File: src/rtl/pin_routing_pkg.sv
/*
  Constants for the port A pin routing block: register offsets, field
  positions, reset values, pin positions of the shared functions and the
  timer mode and pin-function encodings.
  Assumes a byte-wide register port with a three-bit address.
*/
package pin_routing_pkg;
  // ----------------------------------------------------------------------
  // register offsets
  // ----------------------------------------------------------------------
  localparam logic [2:0] ADDR_REMAP = 3'h0;
  localparam logic [2:0] ADDR_DATA = 3'h1;
  localparam logic [2:0] ADDR_DIR = 3'h2;
  localparam logic [2:0] ADDR_WAKE = 3'h3;
  // ----------------------------------------------------------------------
  // remap_control_reg fields, port register mask and reset values
  // ----------------------------------------------------------------------
  localparam int SERIAL_DATA_SEL_BIT = 0;
  localparam int SERIAL_CLOCK_SEL_BIT = 1;
  localparam int TRUE_OUT_EN_BIT = 6;
  localparam int INV_OUT_EN_BIT = 7;
  localparam logic [7:0] REMAP_MASK = 8'hC3;
  localparam logic [7:0] REMAP_RESET = 8'h00;
  localparam logic [7:0] PORT_MASK = 8'h9F;
  localparam logic [7:0] DATA_RESET = 8'hFF;
  localparam logic [7:0] DIR_RESET = 8'hFF;
  localparam logic [7:0] WAKE_RESET = 8'h00;
  // ----------------------------------------------------------------------
  // pin positions of the shared functions
  // ----------------------------------------------------------------------
  localparam int PIN_SDA_DEF = 0;
  localparam int PIN_SDA_ALT = 4;
  localparam int PIN_SCK_DEF = 2;
  localparam int PIN_SCK_ALT = 7;
  localparam int PIN_TRUE_OUT = 7;
  localparam int PIN_INV_OUT = 2;
  localparam int PIN_EXT_CLK = 3;
  localparam int PIN_CAPTURE = 1;
  // ----------------------------------------------------------------------
  // timer encodings
  // ----------------------------------------------------------------------
  localparam logic [1:0] MODE_COMPARE = 2'h0;
  localparam logic [1:0] MODE_CAPTURE = 2'h1;
  localparam logic [1:0] MODE_PWM = 2'h2;
  localparam logic [1:0] FUNC_CMP_LOW = 2'h1;
  localparam logic [1:0] FUNC_CMP_HIGH = 2'h2;
  localparam logic [1:0] FUNC_CMP_TOGGLE = 2'h3;
  localparam logic [1:0] FUNC_PWM_INACTIVE = 2'h0;
  localparam logic [1:0] FUNC_PWM_ACTIVE = 2'h1;
  localparam logic [1:0] FUNC_PWM_WAVE = 2'h2;
  localparam logic [1:0] FUNC_PWM_PULSE = 2'h3;
  localparam logic [1:0] FUNC_CAP_RISE = 2'h0;
  localparam logic [1:0] FUNC_CAP_FALL = 2'h1;
  localparam logic [2:0] CLKSEL_EXT_RISE = 3'h6;
  localparam logic [2:0] CLKSEL_EXT_FALL = 3'h7;
endpackage

File: src/rtl/timer_and_serial_pin_routing.sv
/*
  Port A pin routing for the timer unit and the serial module, with the
  port data, direction and wake-up registers and the timer pin stages.
  Assumes pin inputs already synchronous to sys_clk and a timer core and
  serial core that sit beside this block on the same clock.
*/
// The implementer's own choices: the address map and strobed register access.
`timescale 1ns/10ps
module timer_and_serial_pin_routing
  import pin_routing_pkg::*;
#(
  parameter int ADDR_W = 3
)
(
  // clock and reset
  input wire logic sys_clk,
  input wire logic srst,
  // register port
  input wire logic [ADDR_W-1:0] addr,
  input wire logic [7:0] wdata,
  input wire logic wr_stb,
  input wire logic rd_stb,
  input wire logic bit_set_stb,
  input wire logic bit_clr_stb,
  input wire logic [2:0] bit_idx,
  output logic [7:0] rdata,
  // port A pins
  input wire logic [7:0] pa_in,
  output logic [7:0] pa_out,
  output logic [7:0] pa_oe,
  // serial core
  input wire logic ser_enable,
  input wire logic ser_sck_o,
  input wire logic ser_sck_oe,
  input wire logic ser_sda_o,
  input wire logic ser_sda_oe,
  output logic ser_sck_i,
  output logic ser_sda_i,
  // timer core
  input wire logic [1:0] tm_mode,
  input wire logic [1:0] tm_pin_func,
  input wire logic [2:0] tm_clk_sel,
  input wire logic tm_cap_from_clk,
  input wire logic tm_init_level,
  input wire logic tm_start,
  input wire logic tm_match_a,
  input wire logic tm_match_p,
  input wire logic tm_pwm_wave,
  input wire logic tm_pulse_wave,
  output logic tm_ext_tick,
  output logic tm_pulse_trigger,
  output logic tm_capture,
  output logic tm_int_a,
  output logic tm_int_p,
  // power management
  input wire logic sleeping,
  output logic wake_req
);

  if (ADDR_W < 3)
  begin : g_chk
    $error("ADDR_W must be at least 3");
  end

  // ----------------------------------------------------------------------
  // registers
  // ----------------------------------------------------------------------
  logic [7:0] remap_ff, data_ff, dir_ff, wake_en_ff;
  logic [7:0] prev_in_ff, rdata_ff, pa_out_ff, pa_oe_ff;
  logic tm_level_ff, nxt_tm_level, tick_ff, trig_ff;
  logic cap_ff, int_a_ff, int_p_ff, wake_ff;
  // ----------------------------------------------------------------------
  // register decode and read-modify-write
  // ----------------------------------------------------------------------
  wire logic [2:0] reg_sel = addr[2:0];
  wire logic hi_zero = (ADDR_W == 3) ? 1'b1 : (addr >> 3) == '0;
  wire logic sel_remap = hi_zero && reg_sel == ADDR_REMAP;
  wire logic sel_data = hi_zero && reg_sel == ADDR_DATA;
  wire logic sel_dir = hi_zero && reg_sel == ADDR_DIR;
  wire logic sel_wake = hi_zero && reg_sel == ADDR_WAKE;
  // inputs read the pin, outputs read their own latch
  wire logic [7:0] port_view = ((dir_ff & pa_in) | (~dir_ff & data_ff)) & PORT_MASK;
  wire logic [7:0] rd_val = sel_remap ? remap_ff & REMAP_MASK :
                            sel_data ? port_view :
                            sel_dir ? dir_ff :
                            sel_wake ? wake_en_ff : 8'h00;
  wire logic [7:0] bit_mask = 8'h01 << bit_idx;
  // a bit op on the data latch copies input pin levels into it as well
  wire logic [7:0] wr_val = bit_set_stb ? (rd_val | bit_mask) :
                            bit_clr_stb ? (rd_val & ~bit_mask) :
                            wdata;
  wire logic wr_any = wr_stb | bit_set_stb | bit_clr_stb;

  always_ff @(posedge sys_clk)
  begin
    if (srst)
    begin
      remap_ff <= REMAP_RESET;
      data_ff <= DATA_RESET & PORT_MASK;
      dir_ff <= DIR_RESET & PORT_MASK;
      wake_en_ff <= WAKE_RESET;
      rdata_ff <= 8'h00;
    end
    else
    begin
      if (wr_any && sel_remap)
        remap_ff <= wr_val & REMAP_MASK;
      if (wr_any && sel_data)
        data_ff <= wr_val & PORT_MASK;
      if (wr_any && sel_dir)
        dir_ff <= wr_val & PORT_MASK;
      if (wr_any && sel_wake)
        wake_en_ff <= wr_val & PORT_MASK;
      rdata_ff <= rd_stb ? rd_val : 8'h00;
    end
  end

  // ----------------------------------------------------------------------
  // timer output stage
  // ----------------------------------------------------------------------
  always_comb
  begin
    nxt_tm_level = tm_level_ff;
    if (tm_start)
      nxt_tm_level = tm_init_level;
    else
    begin
      case (tm_mode)
        MODE_COMPARE:
        begin
          if (tm_match_a)
          begin
            case (tm_pin_func)
              FUNC_CMP_LOW: nxt_tm_level = 1'b0;
              FUNC_CMP_HIGH: nxt_tm_level = 1'b1;
              FUNC_CMP_TOGGLE: nxt_tm_level = ~tm_level_ff;
              default: nxt_tm_level = tm_level_ff;
            endcase
          end
        end
        MODE_PWM:
        begin
          case (tm_pin_func)
            FUNC_PWM_INACTIVE: nxt_tm_level = tm_init_level;
            FUNC_PWM_ACTIVE: nxt_tm_level = ~tm_init_level;
            FUNC_PWM_WAVE: nxt_tm_level = tm_pwm_wave;
            FUNC_PWM_PULSE: nxt_tm_level = tm_pulse_wave;
            default: nxt_tm_level = tm_level_ff;
          endcase
        end
        default: nxt_tm_level = tm_level_ff;
      endcase
    end
  end

  // ----------------------------------------------------------------------
  // timer input edges and events
  // ----------------------------------------------------------------------
  wire logic clk_rise = pa_in[PIN_EXT_CLK] & ~prev_in_ff[PIN_EXT_CLK];
  wire logic clk_fall = ~pa_in[PIN_EXT_CLK] & prev_in_ff[PIN_EXT_CLK];
  wire logic cap_src = tm_cap_from_clk ? pa_in[PIN_EXT_CLK] : pa_in[PIN_CAPTURE];
  wire logic cap_prev = tm_cap_from_clk ? prev_in_ff[PIN_EXT_CLK] : prev_in_ff[PIN_CAPTURE];
  wire logic cap_rise = cap_src & ~cap_prev;
  wire logic cap_fall = ~cap_src & cap_prev;
  wire logic nxt_tick = (tm_clk_sel == CLKSEL_EXT_RISE && clk_rise) ||
                        (tm_clk_sel == CLKSEL_EXT_FALL && clk_fall);
  wire logic nxt_trig = tm_mode == MODE_PWM && tm_pin_func == FUNC_PWM_PULSE && clk_rise;
  wire logic cap_edge = (tm_pin_func == FUNC_CAP_RISE) ? cap_rise :
                        (tm_pin_func == FUNC_CAP_FALL) ? cap_fall :
                        (cap_rise | cap_fall);
  wire logic nxt_cap = tm_mode == MODE_CAPTURE && cap_edge;
  wire logic nxt_wake = sleeping && |(wake_en_ff & prev_in_ff & ~pa_in);

  always_ff @(posedge sys_clk)
  begin
    if (srst)
    begin
      tm_level_ff <= 1'b0;
      prev_in_ff <= 8'h00;
      tick_ff <= 1'b0;
      trig_ff <= 1'b0;
      cap_ff <= 1'b0;
      int_a_ff <= 1'b0;
      int_p_ff <= 1'b0;
      wake_ff <= 1'b0;
    end
    else
    begin
      tm_level_ff <= nxt_tm_level;
      prev_in_ff <= pa_in;
      tick_ff <= nxt_tick;
      trig_ff <= nxt_trig;
      cap_ff <= nxt_cap;
      int_a_ff <= tm_match_a;
      int_p_ff <= tm_match_p;
      wake_ff <= nxt_wake;
    end
  end

  // ----------------------------------------------------------------------
  // pin routing
  // ----------------------------------------------------------------------
  wire logic sck_alt = remap_ff[SERIAL_CLOCK_SEL_BIT];
  wire logic sda_alt = remap_ff[SERIAL_DATA_SEL_BIT];
  wire logic [7:0] mux_o;
  wire logic [7:0] mux_oe;

  for (genvar i = 0; i < 8; i++)
  begin : g_pin
    wire logic sck_here = ser_enable && (sck_alt ? (i == PIN_SCK_ALT) : (i == PIN_SCK_DEF));
    wire logic sda_here = ser_enable && (sda_alt ? (i == PIN_SDA_ALT) : (i == PIN_SDA_DEF));
    wire logic tp_here = (i == PIN_TRUE_OUT) && remap_ff[TRUE_OUT_EN_BIT];
    wire logic tpb_here = (i == PIN_INV_OUT) && remap_ff[INV_OUT_EN_BIT];
    // timer sits right of serial in every shared list, so it is tested first
    assign mux_o[i] = tpb_here ? ~tm_level_ff :
                      tp_here ? tm_level_ff :
                      sck_here ? ser_sck_o :
                      sda_here ? ser_sda_o :
                      data_ff[i];
    assign mux_oe[i] = (tpb_here || tp_here) ? 1'b1 :
                       sck_here ? ser_sck_oe :
                       sda_here ? ser_sda_oe :
                       ~dir_ff[i] & PORT_MASK[i];
  end

  always_ff @(posedge sys_clk)
  begin
    if (srst)
    begin
      pa_out_ff <= 8'h00;
      pa_oe_ff <= 8'h00;
    end
    else
    begin
      pa_out_ff <= mux_o;
      pa_oe_ff <= mux_oe;
    end
  end

  // idle-high when the serial module owns no pin
  assign ser_sck_i = !ser_enable ? 1'b1 :
                     sck_alt ? pa_in[PIN_SCK_ALT] : pa_in[PIN_SCK_DEF];
  assign ser_sda_i = !ser_enable ? 1'b1 :
                     sda_alt ? pa_in[PIN_SDA_ALT] : pa_in[PIN_SDA_DEF];
  assign pa_out = pa_out_ff;
  assign pa_oe = pa_oe_ff;
  assign rdata = rdata_ff;
  assign tm_ext_tick = tick_ff;
  assign tm_pulse_trigger = trig_ff;
  assign tm_capture = cap_ff;
  assign tm_int_a = int_a_ff;
  assign tm_int_p = int_p_ff;
  assign wake_req = wake_ff;
endmodule // timer_and_serial_pin_routing

File: config.mk
export PLATFORM = sky130hd
export DESIGN_NAME = timer_and_serial_pin_routing
export DESIGN_NICKNAME = d
export VERILOG_FILES = /design/src/rtl/pin_routing_pkg.sv /design/src/rtl/timer_and_serial_pin_routing.sv
export SDC_FILE = /design/constraint.sdc
export NUM_CORES = 1
export LEC_CHECK = 0
export BUFFER_PORTS_ARGS = -buffer_cell sky130_fd_sc_hd__buf_2
export CORE_ASPECT_RATIO = 1.5
export CORE_MARGIN = 2
export CORE_UTILIZATION = 45
export DETAILED_ROUTE_END_ITERATION = 12
export GPL_ROUTABILITY_DRIVEN = 0
export PLACE_DENSITY = 0.77
export REMOVE_ABC_BUFFERS = 1
export SYNTH_ARGS = -nofsm -noshare
export SYNTH_HDL_FRONTEND = slang
export SYNTH_SLANG_ARGS = --single-unit
File: constraint.sdc
create_clock -name sys_clk -period 1.4 [get_ports sys_clk]
set_input_delay 0.21 -clock sys_clk [delete_from_list [all_inputs] [get_ports sys_clk]]
set_output_delay 0.21 -clock sys_clk [all_outputs]
set_load 0.03 [all_outputs]
* Yosys cells after proc, flatten, opt, wreduce, memory -nomap -nowiden
Cells that the tools add are included.
Cells by class: mux-type cells 35, reductions and logical operators 22, bitwise gates (word level) 30, shifts and indexed selects 1, equal/unequal tests 12
Operator list (count):
- two-way mux 8 bit | 6
- bitwise AND 8 bit | 5
- two-way mux 1 bit | 26
- NOT 8 bit | 3
- bitwise OR 8 bit | 2
- logical AND 1 bit | 14
- NOT 1 bit | 13
- OR reduction 8 bit | 1
- << shifter 1 x 3 -> 8 bit (first input constant) | 1
- equality test 2 bit (second input constant) | 3
- equality test 3 x 2 -> 1 bit (second input constant) | 2
- equality test 3 bit (second input constant) | 2
- inequality test 5 bit (second input constant) | 1
- bitwise AND 1 bit | 4
- equality test 2 x 1 -> 1 bit (second input constant) | 2
- logical NOT 2 bit | 2
- one-hot mux 1 bit (4 select lines) | 1
- equality test 3 x 1 -> 1 bit (second input constant) | 1
- logical NOT 3 bit | 1
- inequality test 3 bit (second input constant) | 1
- bitwise OR 1 bit | 3
- one-hot mux 1 bit (3 select lines) | 1
- AND reduction 3 bit | 1
- nonzero test 3 bit | 1
- 3 further kinds | 3
Storage, ports and cells: flip-flop bits (word level) 59, input bits 48, output and inout bits 32, logic and storage cells 116

* Depth between registers and ports, before layout
word-level depth 8, gate-level depth with buffers 7, mapped depth without buffers 6

* Worst setup path before layout
Ideal clock, no wire load.
path kind input to register, start input addr[2], end register wake_en_ff[4], data arrival time 1.346 ns, setup slack -0.026 ns, required time 1.321 ns, buffers on the path 1, stages on the path 6, cells stage by stage buf_6 or3b_4 o22a_1 mux2i_1 mux2i_1 a211oi_2
On the way: cells in the longest elaborated chain, start to end 8, elaborated cells on any way between the ends 13, classes of those cells eq/ne: 3; mux: 6; bitwise: 2; reduce/logical: 2
RTL lines:
- start, declared | line timer_and_serial_pin_routing.sv:19 | input wire logic [ADDR_W-1:0] addr,
- equality test 3 x 2 -> 1 bit | line timer_and_serial_pin_routing.sv:80 | wire logic sel_wake = hi_zero && reg_sel == ADDR_WAKE;
- two-way mux 8 bit | line timer_and_serial_pin_routing.sv:86 | sel_wake ? wake_en_ff : 8'h00;
- two-way mux 8 bit | line timer_and_serial_pin_routing.sv:85 | sel_dir ? dir_ff :
- two-way mux 8 bit | line timer_and_serial_pin_routing.sv:84 | sel_data ? port_view :
- two-way mux 8 bit | line timer_and_serial_pin_routing.sv:83 | wire logic [7:0] rd_val = sel_remap ? remap_ff & REMAP_MASK :
- bitwise AND 8 bit | line timer_and_serial_pin_routing.sv:90 | bit_clr_stb ? (rd_val & ~bit_mask) :
- two-way mux 8 bit | line timer_and_serial_pin_routing.sv:90
- two-way mux 8 bit | line timer_and_serial_pin_routing.sv:89 | wire logic [7:0] wr_val = bit_set_stb ? (rd_val | bit_mask) :
- end signal, assigned | line timer_and_serial_pin_routing.sv:113 | wake_en_ff <= wr_val & PORT_MASK;
- end, declared | line timer_and_serial_pin_routing.sv:68 | logic [7:0] remap_ff, data_ff, dir_ff, wake_en_ff;
Several ways; a longest one is shown, not always the timed one. A chain may end at the register's enable or synchronous reset.

* Worst setup path in the final report
start register dir_ff[7], end register data_ff[7]
On the way: cells in the longest elaborated chain, start to end 8, elaborated cells on any way between the ends 11, classes of those cells mux: 5; bitwise: 6
RTL lines:
- start, declared | line timer_and_serial_pin_routing.sv:68
- start signal, assigned | line timer_and_serial_pin_routing.sv:100 | dir_ff <= DIR_RESET & PORT_MASK;
- start signal, assigned | line timer_and_serial_pin_routing.sv:111 | dir_ff <= wr_val & PORT_MASK;
- NOT 8 bit | line timer_and_serial_pin_routing.sv:82 | wire logic [7:0] port_view = ((dir_ff & pa_in) | (~dir_ff & data_ff)) & PORT_MASK;
- bitwise AND 8 bit | line timer_and_serial_pin_routing.sv:82
- bitwise OR 8 bit | line timer_and_serial_pin_routing.sv:82
- two-way mux 8 bit * | line timer_and_serial_pin_routing.sv:84
- two-way mux 8 bit * | line timer_and_serial_pin_routing.sv:83
- bitwise AND 8 bit | line timer_and_serial_pin_routing.sv:90
- two-way mux 8 bit | line timer_and_serial_pin_routing.sv:90
- two-way mux 8 bit * | line timer_and_serial_pin_routing.sv:89
- end signal, assigned | line timer_and_serial_pin_routing.sv:99 | data_ff <= DATA_RESET & PORT_MASK;
- end signal, assigned | line timer_and_serial_pin_routing.sv:109 | data_ff <= wr_val & PORT_MASK;
- end, declared | line timer_and_serial_pin_routing.sv:68
Mark *: on every way between the ends. The rest lies on a longest branch, timed or not.

==> impl.org <==
** Power and ir drop
- Switching fraction of total power :: approximately 29%
- Overall power :: 3.30 mW
- Combinational cell fraction of total power :: between 20% and 30%
- For this design the total switching power over the nets is about 0.97 mW.
- Leak Pwr :: 1.58 nW
- PwrDens :: between 900 and 1000 mW/mm²
- Cell internal power was estimated by the tool at ~2.3 mW.
- Highest ir drop seen on vdd :: about 0.47 mV
- Of the total power, the clock network draws 28.4%.
- Part of the power in registers :: between 50% and 60%

** Setup path
- Endpoint of the worst register-to-register path :: data_ff[7]
- The worst setup path is of the reg -> reg kind.
- In this run the critical register-to-register path is launched from dir_ff[7].
- The worst setup path is captured at a flip-flop.
- First element of the critical path :: dir_ff[7]
- Endpoint required time on the critical path :: 1.67 ns
- STA classifies the critical path startpoint as a flip-flop.
- For the worst flop-to-flop path, the logic depth is 5.
- Highest fanout seen on the critical path :: 4
- Reg2reg setup slack :: -0.04 ns
- Endpoint arrival time on the critical path :: approximately 1.7 ns
- Worst setup path endpoint :: data_ff[7]

** CTS
- The cell sitting at the root of the clock tree is a sky130_fd_sc_hd__clkbuf_8.
- Sink count of the clock tree :: 54
- Number of buffers created by CTS :: 5
- At the later pin of the worst-skew pair, clock insertion delay measures approximately 0.32 ns.
- Clock transition time at the flip-flop clock pins of the worst setup and hold paths :: roughly 0.10 ns
- Maximum level of the CTS H-tree :: 2
- Worst-case clock buffer depth :: 2
- TritonCTS built the clock tree.

** Route
- Number of vias in the routed layout :: between 2k and 3k
- Number of antenna-violating nets in the routed design :: 0
- Via-to-Cell Ratio :: about 5.3
- First-pass DRT Iterations :: 4
- Detailed Route WL :: around 6.9 mm
- For this run, design rule violations remaining after detail routing come to 0.
- DRC violation total after the first TritonRoute iteration :: 65
- After detailed routing, the average wire length per cell comes to between 10 and 15 µm.

** Run status
- Outcome :: finished, violations left
- Violations in the final reports :: setup timing

** Timing
- Derived from the worst setup path, the maximum achievable clock frequency is approximately 700 MHz.
- Max Slew Vio Count :: 0
- Setup violations remaining at the end of the flow were counted as 2.
- Fin. Hold Viols :: 0
- Final setup TNS :: -0.0826 ns
- Setup repair after global routing could not meet its margin everywhere.
- Clock period minus worst slack :: 1.44 ns
- Worst rel slew slack :: 65.7%
- After layout, the worst setup slack is -0.0427 ns.
- Crit share post-route :: 103%
- Setup skew after layout :: about 0.005 ns
- For the pin with the worst max-slew slack, the measured transition is between 0.5 and 0.6 ns.

** Floorplan
- Placeable Area :: ~0.0055 mm²
- Die outline height :: slightly below 100 µm
- 80 I/O pins were placed.
- The die is 65.7 µm wide.
- Full die area :: 0.00634 mm²
- # rows :: 33
- Initial Util :: 46.8%

** GRT
- Across every metal layer, demand over resource in global routing totals about 22%.
- The first global-routing pass estimated 10.5 mm of wire.
- The number of global-route vias before repair is approximately 2.3k.
- The initial antenna violation count was 0.
- Entering global routing, the biggest net connects 20 pins.
- After global routing the overflow that remains totals 0.

** Hold path
- The min-delay analysis places its worst path in the category in -> reg.

** Yosys
- The biggest area contributor in the post-synthesis netlist is sky130_fd_sc_hd__dfxtp_1.
- Yosys mapped the design onto between 40 and 50 distinct sky130hd cell types.
- Portion of synthesized cell area occupied by the leading cell type :: between 40% and 50%
- For this run, asynchronously set or reset flops after synthesis account for 0%.
- Among all flip-flop cells after synthesis, the most frequent one is sky130_fd_sc_hd__dfxtp_1.
- Summing the sequential cell areas from Yosys gives a little over two fifths of the chip area.
- Number of flops mapped to enable cells by yosys :: 0
- During synthesis, Yosys emitted a total of 0 warnings.
- The mapped netlist covers 0.00257 mm².
- Ranked by total cell area, the synthesized netlist is headed by sky130_fd_sc_hd__dfxtp_1, sky130_fd_sc_hd__mux2i_1, sky130_fd_sc_hd__nor2_1.
- Post-Synthesis Cells :: 292
- Flops & latches, synth :: 54
- Dividing the synthesized area by the synthesized cell count gives slightly below 9 µm².

** Finish
- Diodes inserted :: 0
- Once layout is complete, the cells apart from fillers number roughly 470.
- Once layout is done, the placed cells without fillers occupy 0.00349 mm².
- Most frequent cells in the layout :: sky130_fd_sc_hd__buf_2, sky130_fd_sc_hd__dfxtp_1, sky130_fd_sc_hd__buf_4
- Cells with a size suffix above 1 make up between 30% and 40% of the layout.
- The library cell used most frequently in the layout, excluding fill and tap cells, is sky130_fd_sc_hd__buf_2.
- Compared with the post-synthesis result, the final layout area differs by 35.8%.
- The net count of the finished layout is 451.

** Placement
- After detailed placement, the total cell area comes to 0.00324 mm².
- Detailed placement finished with a half-perimeter wire length of roughly 5.2 mm.
- Timing analysis after detailed placement gives a worst setup slack of -0.235 ns.
- After detailed placement, the design holds a cell count of between 400 and 500.
- Port buffering added 71 buffers.

** Job
- Max Cap Violations :: 0
## synth_stat cells (2+ instances only)
cell type                  number
sky130_fd_sc_hd__nand3b_1       7
sky130_fd_sc_hd__nand3_1        2
sky130_fd_sc_hd__or3_1          2
sky130_fd_sc_hd__nor3_1         6
sky130_fd_sc_hd__o22a_1         5
sky130_fd_sc_hd__mux2_2         2
sky130_fd_sc_hd__o21ai_1        2
sky130_fd_sc_hd__a211oi_2       2
sky130_fd_sc_hd__nor3_2         2
sky130_fd_sc_hd__a211oi_1      13
sky130_fd_sc_hd__nand2_1       17
sky130_fd_sc_hd__nor4b_1        3
sky130_fd_sc_hd__a22o_1         2
sky130_fd_sc_hd__buf_2          3
sky130_fd_sc_hd__a311oi_1       2
sky130_fd_sc_hd__nor3b_1        8
sky130_fd_sc_hd__nand4_1        2
sky130_fd_sc_hd__nor2b_1       11
sky130_fd_sc_hd__o21bai_1       2
sky130_fd_sc_hd__a21oi_1       28
sky130_fd_sc_hd__and3_1         2
sky130_fd_sc_hd__nand2b_1       4
sky130_fd_sc_hd__inv_1         10
sky130_fd_sc_hd__dfxtp_1       54
sky130_fd_sc_hd__o21ai_0        8
sky130_fd_sc_hd__ha_1           2
sky130_fd_sc_hd__clkbuf_1       6
sky130_fd_sc_hd__nor2_1        39
sky130_fd_sc_hd__buf_4          8
sky130_fd_sc_hd__mux2i_1       16
sky130_fd_sc_hd__and3b_1        4
## metal layers
| layer | vias up | share of wire [%] | wire [µm] | global-route usage (%) |
|---|---|---|---|---|
| met3 | 9 | 4.4 | 300 | 3.24 |
| met5 | - | 0 | 0 | 0 |
| met4 | 0 | 1.6 | 108 | 9.38 |
| li1 | 1244 | - | - | - |
| met1 | 1179 | 39 | 2660 | 22.3 |
| met2 | 80 | 55 | 3800 | 41.9 |
## power groups by stage
stage	logic (mW)	registers [mW]	clock network (mW)
detailed placement	0.664	1.69	0
global route	0.773	1.66	1.01
finish	0.711	1.65	0.937
floorplan	0.273	1.75	0
global placement	0.649	1.68	0
CTS	0.672	1.65	0.953
## kinds of logic (layout without fill, tap and decap cells)
kind of cell / count (synthesis) / after routing / synth area share, %
other cells: 1 / 5 / 0.146
buf+inv: 28 / 134 / 5.70
fa+ha+maj: 2 / 2 / 0.974
compound gates: 70 / 70 / 18.0
mux: 18 / 18 / 7.11
flops: 54 / 54 / 42.1
simple gates: 119 / 119 / 26.0
## critical path, cell delays in order, from the launching register on
cell                       delay [ns]
sky130_fd_sc_hd__dfxtp_4         0.37
sky130_fd_sc_hd__nor4bb_4        0.29
sky130_fd_sc_hd__nor3_2          0.09
sky130_fd_sc_hd__a311oi_2        0.34
sky130_fd_sc_hd__buf_4           0.18
sky130_fd_sc_hd__o22a_1          0.12
## what timing repair did
item / 4_1_cts / 5_1_grt
pin swaps: 0 / 10
resized for setup: 8 / 28
endpoints found under the hold margin: 0 / 0
hold buffers: 0 / 0
setup endpoints to repair: 6 / 22
setup buffers: 0 / 5
## registers in the layout, summed over array words and instances, names as in the netlist
| signal | cells |
|---|---|
| wake_en_ff | 6 |
| tm_capture | 1 |
| remap_ff | 4 |
| prev_in_ff | 6 |
| data_ff | 6 |
| rdata | 7 |
| pa_out | 6 |
| pa_oe | 6 |
| tm_int_a | 1 |
| tm_int_p | 1 |
| tm_ext_tick | 1 |
| wake_req | 1 |
| dir_ff | 6 |
| tm_level_ff | 1 |
| tm_pulse_trigger | 1 |
## stage by stage
stage	hold slack (ns)	util (%)
final	0.0984	63.6
after global routing	0.113	63.6
after CTS	0.0937	61.2
after detailed placement	0.432	59.0
after global placement	0.425	59.0
after floorplan	0.275	-
## cell type report
class	count	area, µm²
clock inverters	2	16.3
flip-flops and latches	54	1100
clock buffers	6	82.6
multi-input cells	214	1440
inverters	10	37.5
repair buffers	116	722
fillers	477	2000
well taps	70	87.6
## worst min path at each step
stage	slack, ns	depth (start not counted)	end	startpoint
final	0.1	2	tm_int_p	tm_match_p
after global routing	0.11	2	tm_capture	tm_mode[1]
after CTS	0.09	2	tm_capture	tm_mode[1]
after detailed placement	0.43	2	tm_capture	tm_mode[1]
after global placement	0.42	2	tm_capture	tm_mode[1]
after floorplan	0.27	1	wake_en_ff[2]	srst
No activity file was read; power rests on OpenSTA's default activity.
